<file path="src/rtl/cfgrsp_pkg.sv">
/*
 * Shared constants and types of the configuration message responder.
 * Assumes tokens arrive as 8-bit symbols with a control flag.
 */
package cfgrsp_pkg;
    // Control token codes
    localparam logic [7:0] TOK_WRITE = 8'hc0;
    localparam logic [7:0] TOK_READ = 8'hc1;
    localparam logic [7:0] TOK_END = 8'h01;
    localparam logic [7:0] TOK_ACK = 8'h03;
    localparam logic [7:0] TOK_NAK = 8'h04;
    // Low byte of a response identifier that asks for no reply to a write
    localparam logic [7:0] NO_REPLY_LOW = 8'hff;
    // Field lengths in bytes, counted from zero where used as a last index
    localparam logic [2:0] RSP_LAST = 3'h2;
    localparam logic [2:0] REG_LAST = 3'h1;
    localparam logic [2:0] WORD_LAST = 3'h3;
    // Reply byte positions
    localparam logic [3:0] IDX_STATUS = 4'h3;
    localparam logic [3:0] IDX_DATA = 4'h4;
    localparam int FIFO_DEPTH = 8;

    typedef struct packed {
        logic ctrl;
        logic [7:0] data;
    } cfgrsp_tok_t;

    typedef struct packed {
        logic wr;
        logic byte_wide;
        logic [15:0] regnum;
        logic [31:0] wdata;
    } cfgrsp_acc_t;

    typedef enum logic [6:0] {
        ST_IDLE = 7'h01,
        ST_RSP = 7'h02,
        ST_REG = 7'h04,
        ST_DATA = 7'h08,
        ST_END = 7'h10,
        ST_ACC = 7'h20,
        ST_REPLY = 7'h40
    } cfgrsp_state_t;
endpackage : cfgrsp_pkg

</file>
<file path="src/rtl/cfgrsp_responder.sv">
/*
 * Configuration register message responder and its reply token FIFO.
 * Assumes token streams and the register back end share clk_i; the back
 * end answers each held request with a one-cycle acc_done_i.
 */
// Function
// Request carries 24-bit reply channel-end
// Low byte all ones suppresses write reply
// Multi-byte fields go most significant first
// Status id is register shl 8 or 0x0B
// Status access moves one full 32-bit word
// Write: 192, id, reg, data, 1
// Read: 193, id, reg, 1
// Tile write answers 3,1 or 4,1
// Tile read answers 3,data,1 or 4,1
// Node target uses identical formats and replies
// Tile target addressed by tile id destination
// Node target addressed by node id destination
// Peripheral addressed by node, peripheral, 02
// Peripheral write answers 3,1 or 4,1
// Peripheral read returns 8 or 32 bits
// Bad lead or close token fails
`timescale 1ns/1ps

module cfgrsp_fifo #(
    parameter int WIDTH = 9,
    parameter int DEPTH = cfgrsp_pkg::FIFO_DEPTH
) (
    // Clock and reset
    input wire logic clk_i,
    input wire logic rst_n_i,
    // Fill side
    input wire logic in_valid_i,
    input wire logic [WIDTH-1:0] in_data_i,
    output logic in_ready_o,
    // Drain side
    output logic out_valid_o,
    output logic [WIDTH-1:0] out_data_o,
    input wire logic out_ready_i
);
    localparam int AW = $clog2(DEPTH);

    // Depth must be a power of two for the wrapping pointers
    if (DEPTH < 2 || (DEPTH & (DEPTH - 1)) != 0) begin : g_bad_depth
        $error("cfgrsp_fifo depth must be a power of two");
    end

    logic [WIDTH-1:0] mem [DEPTH];
    logic [AW:0] wr_ptr_r;
    logic [AW:0] rd_ptr_r;
    wire push = in_valid_i && in_ready_o;
    wire pop = out_valid_o && out_ready_i;
    wire empty = (wr_ptr_r == rd_ptr_r);
    wire full = (wr_ptr_r[AW] != rd_ptr_r[AW]) && (wr_ptr_r[AW-1:0] == rd_ptr_r[AW-1:0]);

    // Status and data seen by both sides
    assign in_ready_o = !full;
    assign out_valid_o = !empty;
    assign out_data_o = mem[rd_ptr_r[AW-1:0]];

    // Storage array
    always_ff @(posedge clk_i) begin
        if (push) begin
            mem[wr_ptr_r[AW-1:0]] <= in_data_i;
        end
    end

    // Pointer update
    always_ff @(posedge clk_i or negedge rst_n_i) begin
        if (!rst_n_i) begin
            wr_ptr_r <= '0;
            rd_ptr_r <= '0;
        end else begin
            wr_ptr_r <= wr_ptr_r + (AW+1)'(push);
            rd_ptr_r <= rd_ptr_r + (AW+1)'(pop);
        end
    end
endmodule : cfgrsp_fifo

module cfgrsp_responder #(
    parameter int FIFO_DEPTH = cfgrsp_pkg::FIFO_DEPTH
) (
    // Clock and reset
    input wire logic clk_i,
    input wire logic rst_n_i,
    // Request token stream
    input wire logic in_valid_i,
    input wire cfgrsp_pkg::cfgrsp_tok_t in_tok_i,
    output logic in_ready_o,
    input wire logic byte_wide_i, // Peripheral 8-bit access, sampled at lead token
    // Reply token stream, header bytes first
    output logic out_valid_o,
    output cfgrsp_pkg::cfgrsp_tok_t out_tok_o,
    input wire logic out_ready_i,
    // Register back end
    output logic acc_req_o,
    output cfgrsp_pkg::cfgrsp_acc_t acc_o,
    input wire logic acc_done_i,
    input wire logic acc_ok_i,
    input wire logic [31:0] acc_rdata_i
);
    cfgrsp_pkg::cfgrsp_state_t state_r, state_nxt;
    logic [23:0] rsp_r;
    logic [15:0] reg_r;
    logic [31:0] data_r;
    logic [2:0] cnt_r;
    logic [3:0] idx_r;
    logic wr_r, bw_r, ok_r;
    cfgrsp_pkg::cfgrsp_tok_t push_tok;
    logic push_rdy;

    // Build one reply token; header and data are sent high byte first
    function automatic cfgrsp_pkg::cfgrsp_tok_t reply_tok(input logic [3:0] idx, input logic [3:0] last,
                                                          input logic ok, input logic [2:0] dlast,
                                                          input logic [23:0] rsp, input logic [31:0] dat);
        logic [2:0] k;
        k = 3'(idx - cfgrsp_pkg::IDX_DATA);
        if (idx < cfgrsp_pkg::IDX_STATUS) begin
            reply_tok = {1'b0, 8'(rsp >> (5'd8 * 5'(cfgrsp_pkg::RSP_LAST - 3'(idx))))};
        end else if (idx == cfgrsp_pkg::IDX_STATUS) begin
            reply_tok = {1'b1, ok ? cfgrsp_pkg::TOK_ACK : cfgrsp_pkg::TOK_NAK};
        end else if (idx == last) begin
            reply_tok = {1'b1, cfgrsp_pkg::TOK_END};
        end else begin
            reply_tok = {1'b0, 8'(dat >> (6'd8 * 6'(dlast - k)))};
        end
    endfunction : reply_tok

    // Decode of the incoming token and reply shape
    wire fire = in_valid_i && in_ready_o;
    wire is_ctrl = in_tok_i.ctrl;
    wire is_lead = is_ctrl && (in_tok_i.data == cfgrsp_pkg::TOK_WRITE || in_tok_i.data == cfgrsp_pkg::TOK_READ);
    wire is_close = is_ctrl && (in_tok_i.data == cfgrsp_pkg::TOK_END);
    wire [2:0] dlast = bw_r ? 3'h0 : cfgrsp_pkg::WORD_LAST;
    wire with_data = !wr_r && ok_r;
    wire [3:0] last_idx = cfgrsp_pkg::IDX_DATA + (with_data ? 4'(dlast) + 4'h1 : 4'h0);
    wire suppress = wr_r && (rsp_r[7:0] == cfgrsp_pkg::NO_REPLY_LOW);
    wire push = (state_r == cfgrsp_pkg::ST_REPLY) && !suppress && push_rdy;
    wire push_last = push && (idx_r == last_idx);

    assign in_ready_o = (state_r != cfgrsp_pkg::ST_ACC) && (state_r != cfgrsp_pkg::ST_REPLY);
    assign push_tok = reply_tok(idx_r, last_idx, ok_r, dlast, rsp_r, data_r);
    assign acc_req_o = (state_r == cfgrsp_pkg::ST_ACC);
    assign acc_o = '{wr: wr_r, byte_wide: bw_r, regnum: reg_r, wdata: data_r};

    // Message parser and reply sequencing
    always_comb begin
        state_nxt = state_r;
        unique case (state_r)
            cfgrsp_pkg::ST_IDLE: begin
                // unknown lead fails
                if (fire && is_ctrl && !is_close) begin
                    state_nxt = is_lead ? cfgrsp_pkg::ST_RSP : cfgrsp_pkg::ST_REPLY;
                end
            end
            cfgrsp_pkg::ST_RSP: begin
                if (fire && is_ctrl) begin
                    state_nxt = cfgrsp_pkg::ST_REPLY;
                end else if (fire && cnt_r == cfgrsp_pkg::RSP_LAST) begin
                    state_nxt = cfgrsp_pkg::ST_REG;
                end
            end
            cfgrsp_pkg::ST_REG: begin
                if (fire && is_ctrl) begin
                    state_nxt = cfgrsp_pkg::ST_REPLY;
                end else if (fire && cnt_r == cfgrsp_pkg::REG_LAST) begin
                    state_nxt = wr_r ? cfgrsp_pkg::ST_DATA : cfgrsp_pkg::ST_END;
                end
            end
            cfgrsp_pkg::ST_DATA: begin
                if (fire && is_ctrl) begin
                    state_nxt = cfgrsp_pkg::ST_REPLY;
                end else if (fire && cnt_r == dlast) begin
                    state_nxt = cfgrsp_pkg::ST_END;
                end
            end
            cfgrsp_pkg::ST_END: begin
                // missing close fails
                if (fire) begin
                    state_nxt = is_close ? cfgrsp_pkg::ST_ACC : cfgrsp_pkg::ST_REPLY;
                end
            end
            cfgrsp_pkg::ST_ACC: begin
                if (acc_done_i) begin
                    state_nxt = cfgrsp_pkg::ST_REPLY;
                end
            end
            cfgrsp_pkg::ST_REPLY: begin
                // suppressed write reply
                if (suppress || push_last) begin
                    state_nxt = cfgrsp_pkg::ST_IDLE;
                end
            end
            default: begin
                state_nxt = cfgrsp_pkg::ST_IDLE;
            end
        endcase
    end

    // State and field capture
    always_ff @(posedge clk_i or negedge rst_n_i) begin
        if (!rst_n_i) begin
            state_r <= cfgrsp_pkg::ST_IDLE;
            {rsp_r, reg_r, data_r} <= '0;
            {cnt_r, idx_r, wr_r, bw_r, ok_r} <= '0;
        end else begin
            state_r <= state_nxt;
            cnt_r <= (state_nxt != state_r) ? 3'h0 : cnt_r + 3'(fire);
            idx_r <= (state_r != cfgrsp_pkg::ST_REPLY) ? 4'h0 : idx_r + 4'(push);
            if (state_r == cfgrsp_pkg::ST_IDLE && fire) begin
                wr_r <= in_tok_i.data == cfgrsp_pkg::TOK_WRITE;
                bw_r <= byte_wide_i;
                ok_r <= 1'b0;
                data_r <= '0; // Byte writes leave no stale upper bytes
                rsp_r <= '0; // Unknown lead: no identifier to answer
            end
            // reply identifier, high byte first
            if (state_r == cfgrsp_pkg::ST_RSP && fire) begin
                rsp_r <= {rsp_r[15:0], in_tok_i.data};
            end
            // R7 register number, high byte first
            if (state_r == cfgrsp_pkg::ST_REG && fire) begin
                reg_r <= {reg_r[7:0], in_tok_i.data};
            end
            if (state_r == cfgrsp_pkg::ST_DATA && fire) begin
                data_r <= {data_r[23:0], in_tok_i.data};
            end
            // word or byte read data
            if (state_r == cfgrsp_pkg::ST_ACC && acc_done_i) begin
                ok_r <= acc_ok_i;
                data_r <= bw_r ? {24'h0, acc_rdata_i[7:0]} : acc_rdata_i;
            end
        end
    end

    // Reply tokens queue ahead of the interconnect
    cfgrsp_fifo #(
        .WIDTH($bits(cfgrsp_pkg::cfgrsp_tok_t)),
        .DEPTH(FIFO_DEPTH)
    ) u_fifo (
        .clk_i(clk_i),
        .rst_n_i(rst_n_i),
        .in_valid_i(push),
        .in_data_i(push_tok),
        .in_ready_o(push_rdy),
        .out_valid_o(out_valid_o),
        .out_data_o(out_tok_o),
        .out_ready_i(out_ready_i)
    );
endmodule : cfgrsp_responder

</file>
<file path="config.mk">
export PLATFORM = sky130hd
export DESIGN_NAME = cfgrsp_responder
export DESIGN_NICKNAME = d
export VERILOG_FILES = /design/src/rtl/cfgrsp_pkg.sv /design/src/rtl/cfgrsp_responder.sv
export SDC_FILE = /design/constraint.sdc
export NUM_CORES = 1
export LEC_CHECK = 0
export BUFFER_PORTS_ARGS = -buffer_cell sky130_fd_sc_hd__buf_4
export CORE_UTILIZATION = 55
export CTS_CLUSTER_SIZE = 12
export DETAILED_ROUTE_END_ITERATION = 7
export MAX_ROUTING_LAYER = met4
export PLACE_DENSITY = 0.79
export SETUP_SLACK_MARGIN = 0.15
export SLEW_MARGIN = 20
export SYNTH_ARGS = -nofsm -noshare
export SYNTH_HDL_FRONTEND = slang
export SYNTH_SLANG_ARGS = --single-unit
</file>
<file path="constraint.sdc">
create_clock -name clk_i -period 5.3 [get_ports clk_i]
set_input_delay 0.265 -clock clk_i [delete_from_list [all_inputs] [get_ports clk_i]]
set_output_delay 0.265 -clock clk_i [all_outputs]
set_load 0.02 [all_outputs]
</file>
# ---- Yosys cells after proc, flatten, opt, wreduce, memory -nomap -nowiden
# Memories as Yosys holds them, arrays and structs flattened.
# Index checks and enable logic that the tools add are counted.
dict set report op_classes {
  addsub 9
  multipliers 0
  n_div 0
  n_lt_le_gt_ge 1
  n_eq_ne 22
  n_shift 2
  muxes 32
  bitwise_logic 0
  reduce_logical 32
}
# op n
set ops {}
lappend ops {{two-way mux 32 bit} 4}
lappend ops {{two-way mux 7 bit} 12}
lappend ops {{one-hot mux 7 bit (7 select lines)} 1}
lappend ops {{two-way mux 24 bit} 2}
lappend ops {{>> shifter 32 x 6 -> 8 bit} 1}
lappend ops {{two-way mux 9 bit} 3}
lappend ops {{equality test 8 bit (second input constant)} 3}
lappend ops {{>> shifter 24 x 5 -> 8 bit} 1}
lappend ops {{logical AND 1 bit} 22}
lappend ops {{adder 4 x 1 -> 4 bit} 3}
lappend ops {{two-way mux 3 bit} 3}
lappend ops {{equality test 4 bit} 2}
lappend ops {{equality test 8 x 1 -> 1 bit (second input constant)} 1}
lappend ops {{equality test 7 x 1 -> 1 bit (second input constant)} 1}
lappend ops {{equality test 7 x 2 -> 1 bit (second input constant)} 1}
lappend ops {{equality test 7 x 3 -> 1 bit (second input constant)} 1}
lappend ops {{equality test 7 x 4 -> 1 bit (second input constant)} 1}
lappend ops {{equality test 7 x 5 -> 1 bit (second input constant)} 1}
lappend ops {{equality test 7 x 6 -> 1 bit (second input constant)} 1}
lappend ops {{equality test 7 bit (second input constant)} 1}
lappend ops {{!= test 7 x 6 -> 1 bit (second input constant)} 1}
lappend ops {{!= test 7 bit} 1}
lappend ops {{!= test 7 bit (second input constant)} 1}
lappend ops {{zero test 1 bit} 5}
lappend ops {{20 further kinds} 25}
dict set report word_totals {
  register_bits 97
  latchBits 0
  mem_bits_rw 72
  mem_bits_ro 0
  output_inout_bits 62
  elab_cells 110
  mem_count 1
}
# memory depth width read_ports rd_ports_with_merged_regs wr line
set memory_table {}
lappend memory_table {u_fifo.mem 8 9 1 0 1 cfgrsp_responder.sv:48} ;# logic [WIDTH-1:0] mem [DEPTH];

# ---- Logic depth before layout (Yosys ltp)
dict set report depth {
  ltp_word 11
  ltp_mapped 9
}

# ---- Modules after synthesis
# From an unflattened synthesis, not the netlist that was laid out.
dict set report unflattened {
  hier_cells 568
  hier_area_um2 7977.7
}
# module instances cells_per_inst area_per_inst_um2 seq_area_each_um2
set modules_own_cells {}
lappend modules_own_cells {cfgrsp_responder 1 424 4739.5 2228.4}
lappend modules_own_cells {cfgrsp_fifo 1 144 3238.1 2362.3}

# ---- Worst setup path after synthesis
# No wires, ideal clock.
dict set report synth_path {
  path_kind {register to register}
  start {register bw_r}
  end {memory u_fifo.mem[0][2], data pin}
  setup_ns 0.281
  t_arrival_ns 2.454
  required_ns 5.019
  slack_ns 2.565
  path_stages_with_launch 7
  cell_sequence {dfrtp_1 ha_1 fa_1 clkbuf_1 mux4_2 and3_1 o22a_1}
}
# element line
set synth_lines {}
lappend synth_lines {{from (decl)} cfgrsp_responder.sv:108} ;# logic wr_r, bw_r, ok_r;
lappend synth_lines {{from (signal assigned)} cfgrsp_responder.sv:212} ;# bw_r <= byte_wide_i;
lappend synth_lines {{to (decl)} cfgrsp_responder.sv:48}

# ---- Worst setup path in the final report
dict set report layout_path {
  start {register state_r[2]}
  end {register data_r[17]}
}
dict set report layout_via {
  elab_chain_len 6
  elab_cells_between_ends 13
  cone_classes {eq/ne (5); mux (2); reduce/logical (6)}
}
# element line
set layout_lines {}
lappend layout_lines {{from (decl)} cfgrsp_responder.sv:102} ;# cfgrsp_pkg::cfgrsp_state_t state_r, state_nxt;
lappend layout_lines {{from (signal assigned)} cfgrsp_responder.sv:203} ;# state_r <= cfgrsp_pkg::ST_IDLE;
lappend layout_lines {{from (signal assigned)} cfgrsp_responder.sv:207} ;# state_r <= state_nxt;
lappend layout_lines {{!= test 7 x 6 -> 1 bit or != test 7 bit (tied branches)} cfgrsp_responder.sv:141} ;# assign in_ready_o = (state_r != cfgrsp_pkg::ST_ACC) && (state_r != cfgrsp_pkg::ST_REPLY);
lappend layout_lines {{logical AND 1 bit} cfgrsp_responder.sv:141}
lappend layout_lines {{logical AND 1 bit} cfgrsp_responder.sv:130} ;# wire fire = in_valid_i && in_ready_o;
lappend layout_lines {{logical AND 1 bit} cfgrsp_responder.sv:225} ;# if (state_r == cfgrsp_pkg::ST_DATA && fire) begin
lappend layout_lines {{two-way mux 32 bit} cfgrsp_responder.sv:225}
lappend layout_lines {{two-way mux 32 bit} cfgrsp_responder.sv:229} ;# if (state_r == cfgrsp_pkg::ST_ACC && acc_done_i) begin
lappend layout_lines {{to (signal assigned)} cfgrsp_responder.sv:226} ;# data_r <= {data_r[23:0], in_tok_i.data};
lappend layout_lines {{to (signal assigned)} cfgrsp_responder.sv:231} ;# data_r <= bw_r ? {24'h0, acc_rdata_i[7:0]} : acc_rdata_i;
lappend layout_lines {{to (decl)} cfgrsp_responder.sv:105} ;# logic [31:0] data_r;
# Parallel ways exist; a longest one is shown, timed or not.
# A chain may end at the register's enable or synchronous reset.

==> Flow_metrics.wiki <==
{| class="wikitable"
! Metric !! Value
|-
| Period minus WS final || 3150 ps
|-
| Biggest area consumer among synthesized cells || dfrtp_1
|-
| Fillers || 966
|-
| Maximum vdd drop || 0.218 mV
|-
| Count of cells resized by post-cts repair || 0
|-
| Result of the run || finished with violations
|-
| Half-perimeter wire length after placement || 12.6 mm
|-
| Most used cells in the layout excluding fill and tap cells || buf_4, dfrtp_1, edfxtp_1
|-
| Number of placed instances with taps included || 838
|-
| Number of inserted diodes || 0
|-
| Achievable clock frequency || 0.317 GHz
|-
| Combinational family with the most area after synthesis || multiplexers
|-
| Worst Hold Slack || 19.1 ps
|-
| Share of flip-flops with an asynchronous set or reset || 0.574
|-
| Area of all sequential standard cells || 4590 sq um
|-
| Average routed wire per standard cell || 21.4 microns
|-
| Effective utilization at floorplan || 0.563
|-
| Global-route wire length before repair || 30.1 mm
|-
| Detailed Routing Iterations Pass 1 || 8
|-
| Clk sink count || 169
|-
| Fin Clk Skew || 10.1 ps
|-
| Post-synth top area share || 0.307
|-
| Final routed wirelength across all metal layers || 18.7 mm
|-
| Worst-case clock buffer depth || 2
|-
| Final count of negative-setup-slack endpoints || 0
|-
| Port bufs || 109
|-
| Required time at the worst-slack endpoint || 5620 ps
|-
| Switching pwr || 0.00122 W
|-
| TritonCTS clock tree || built
|-
| Multi-input gate area in the final layout || 2890 sq um
|-
| Clock Latency Late Sink || 430 ps
|-
| Count of cell types in the netlist || 61
|-
| Simple logic cell fraction of the synthesized area || 0.0922
|-
| Register clock-pin slew on the reported worst setup and hold paths || 70 ps
|-
| Tot GR Track Use || 0.284
|-
| Height of the die || 121 microns
|-
| Type of the worst setup path || register to register
|-
| Pin count of the biggest net entering global routing || 77
|-
| Main synth FF type || dfrtp_1
|-
| Detailed-route vias per instance || 6.37
|-
| Synthesized instance count || 582
|-
| Share of the synthesized netlist area taken by xor and xnor gates || 0.0168
|-
| Global placement routability congestion || 0.947
|-
| CTS Buf Count || 17
|-
| Arithmetic-cell share of the synthesized area counting full adders, half adders and majority gates || 0.0186
|-
| Most frequent standard cell in the layout excluding fill and tap cells || buf_4
|-
| # Max-Cap Violations || 0
|-
| Syn Std Cell Area || 7820 sq um
|-
| CP Data Arrival Time || 3470 ps
|-
| Fraction of synthesized area in multiplexers || 0.124
|-
| Vias in the first global route || 5493
|-
| Largest cells by area after synthesis || dfrtp_1, edfxtp_1, mux4_2
|-
| Sw Share || 0.326
|-
| Classification of the worst-slack hold path || input pin to register
|-
| Pwr Density || 400 nW/um^2
|-
| Fin crit share || 0.595
|-
| Post-synthesis sequential area ratio || 0.587
|-
| Overflow after GRT || 0
|-
| Total number of vias || 5545
|-
| Critical Path Sink Type || register
|-
| H-Tree Level Count || 4
|-
| Share of power burned in the clock network || 0.334
|-
| Max Transition Viols Final || 0
|-
| Syn nets || 641
|-
| Number of antenna violations at the first check in global routing || 0
|-
| Die Area || 14700 sq um
|-
| Clock Root Buffer || clkbuf_16
|-
| Die Width || 121 microns
|-
| Total number of yosys warnings || 0
|-
| Std-Cell Core Area || 13900 sq um
|-
| Post-layout power || 0.00373 W
|-
| Share of total power in combinational logic || 0.233
|-
| Mean cell area of the mapped netlist || 13.4 sq um
|-
| Final non-filler cell total || 871
|-
| Cell leakage power || 4.07 nW
|-
| Share of layout cells above drive strength 1 || 0.304
|-
| Share of the synthesized area in compound gates (AO/OA/AOI/OAI) || 0.116
|-
| Maximum fanout count along the critical path || 32
|-
| Violated checks || design-rule violations
|-
| Final count of hold timing violations || 0
|-
| Post-layout utilization of the core || 0.673
|-
| Synth-to-layout area growth || 19.5%
|-
| Remaining number of nets flagged by the antenna check after routing || 0
|-
| Total I/O pin count || 110
|-
| DRC errors left || 2
|-
| Slew @ Worst Pin || 1040 ps
|-
| Seq cells post-synth || 169
|-
| Iteration-0 DRC Markers || 841
|-
| Number of enable flip-flop cells after synthesis || 72
|-
| Std cell rows || 43
|-
| Fraction of power consumed by sequential logic || 0.433
|-
| Setup TNS Final || 0 ps
|-
| Final-stage net count || 737
|-
| Setup repair after global routing missed its margin || false
|-
| Worst Setup Start Kind || register
|-
| Internal portion of total power || 0.00252 W
|-
| Headroom to the max-slew limit || 0.305
|}
cells in the mapped netlist (3+ instances only):
cell type	count
nor4_1	7
nor3_1	10
or3_1	4
and3_1	5
nand4_1	6
ha_1	10
nor2b_1	3
buf_2	8
nand2_1	25
nand2b_1	6
nand3_1	16
edfxtp_1	72
a222oi_1	33
xnor2_1	6
nor2_1	27
a21oi_1	4
buf_6	4
mux4_2	26
a31oi_1	6
nand3b_1	3
mux2_2	26
o22ai_1	7
xor2_1	9
nor3b_1	3
mux2i_1	9
a211oi_1	3
inv_1	43
and2_1	6
clkbuf_1	23
a22o_1	25
o21ai_0	13
dfrtp_1	96
state kept, by name, summed over array words and instances, names as in the netlist:
name / count
rsp_r: 24
state_r: 7
u_fifo.wr_ptr_r: 4
idx_r: 4
cnt_r: 3
u_fifo.rd_ptr_r: 4
wr_r: 1
reg_r: 16
u_fifo.mem: 72
ok_r: 1
bw_r: 1
data_r: 32
cell type report:
type	instances	area share
sequential	169	0.491
multi-input combinational	331	0.309
timing repair buffer	116	0.0935
clock buffer	18	0.0459
tap	180	0.0241
clock inverter	14	0.0188
inverter	43	0.0173
worst max-delay path, stage by stage, from the launching register on:
cell	delay, ps
dfrtp_1	530
nor4_4	450
nor4b_1	660
and2_1	600
nor2_4	270
a222oi_1	440
inv_1	70
routing by layer:
layer  GRT usage  wire length, microns  vias up
met5           -                     0        -
met1       0.373                  7700     2748
met3      0.0540                  1390       33
met4      0.0957                   296        0
met2       0.446                  9270      308
li1            -                     -     2456
cell families after synthesis:
group           after synthesis
compound gates              111
xor+xnor                     15
fa+ha+maj                    11
buf+inv                      82
flops                       169
mux                          61
simple gates                133
power groups by stage:
stage	combinational, W	clock, W	sequential, W
after floorplan	0.000704	0	0.00153
after global placement	0.000848	0	0.00163
after detailed placement	0.000863	0	0.00164
after CTS	0.000873	0.00126	0.00162
after global routing	0.000943	0.00132	0.00163
final	0.000870	0.00125	0.00162
metrics by stage:
stage / worst slack [ps] / instance area [sq um]
floorplan: 2570 / 7820
global placement: 2190 / 8720
detailed placement: 2140 / 8720
CTS: 2130 / 9330
global route: 1960 / 9340
finish: 2150 / 9340
final timing paths:
| check | end | slack (ps) | cells after the start | start |
|---|---|---|---|---|
| min in group asynchronous | reg_r[14] | 270 | 2 | rst_n_i |
| max reg2reg | data_r[17] | 2150 | 6 | state_r[2] |
| max | data_r[17] | 2150 | 6 | state_r[2] |
| min | ok_r | 20 | 3 | acc_ok_i |
| min reg2reg | rsp_r[21] | 500 | 1 | rsp_r[21] |
| max in group asynchronous | rsp_r[12] | 3770 | 3 | rst_n_i |
timing repair:
item | in CTS | in global routing
hold buffers | 1 | 0
endpoints found under the setup margin | 0 | 0
endpoints found under the hold margin | 20 | 0
setup buffers | 0 | 0
Note: power is estimated with default switching activity, not from simulation.
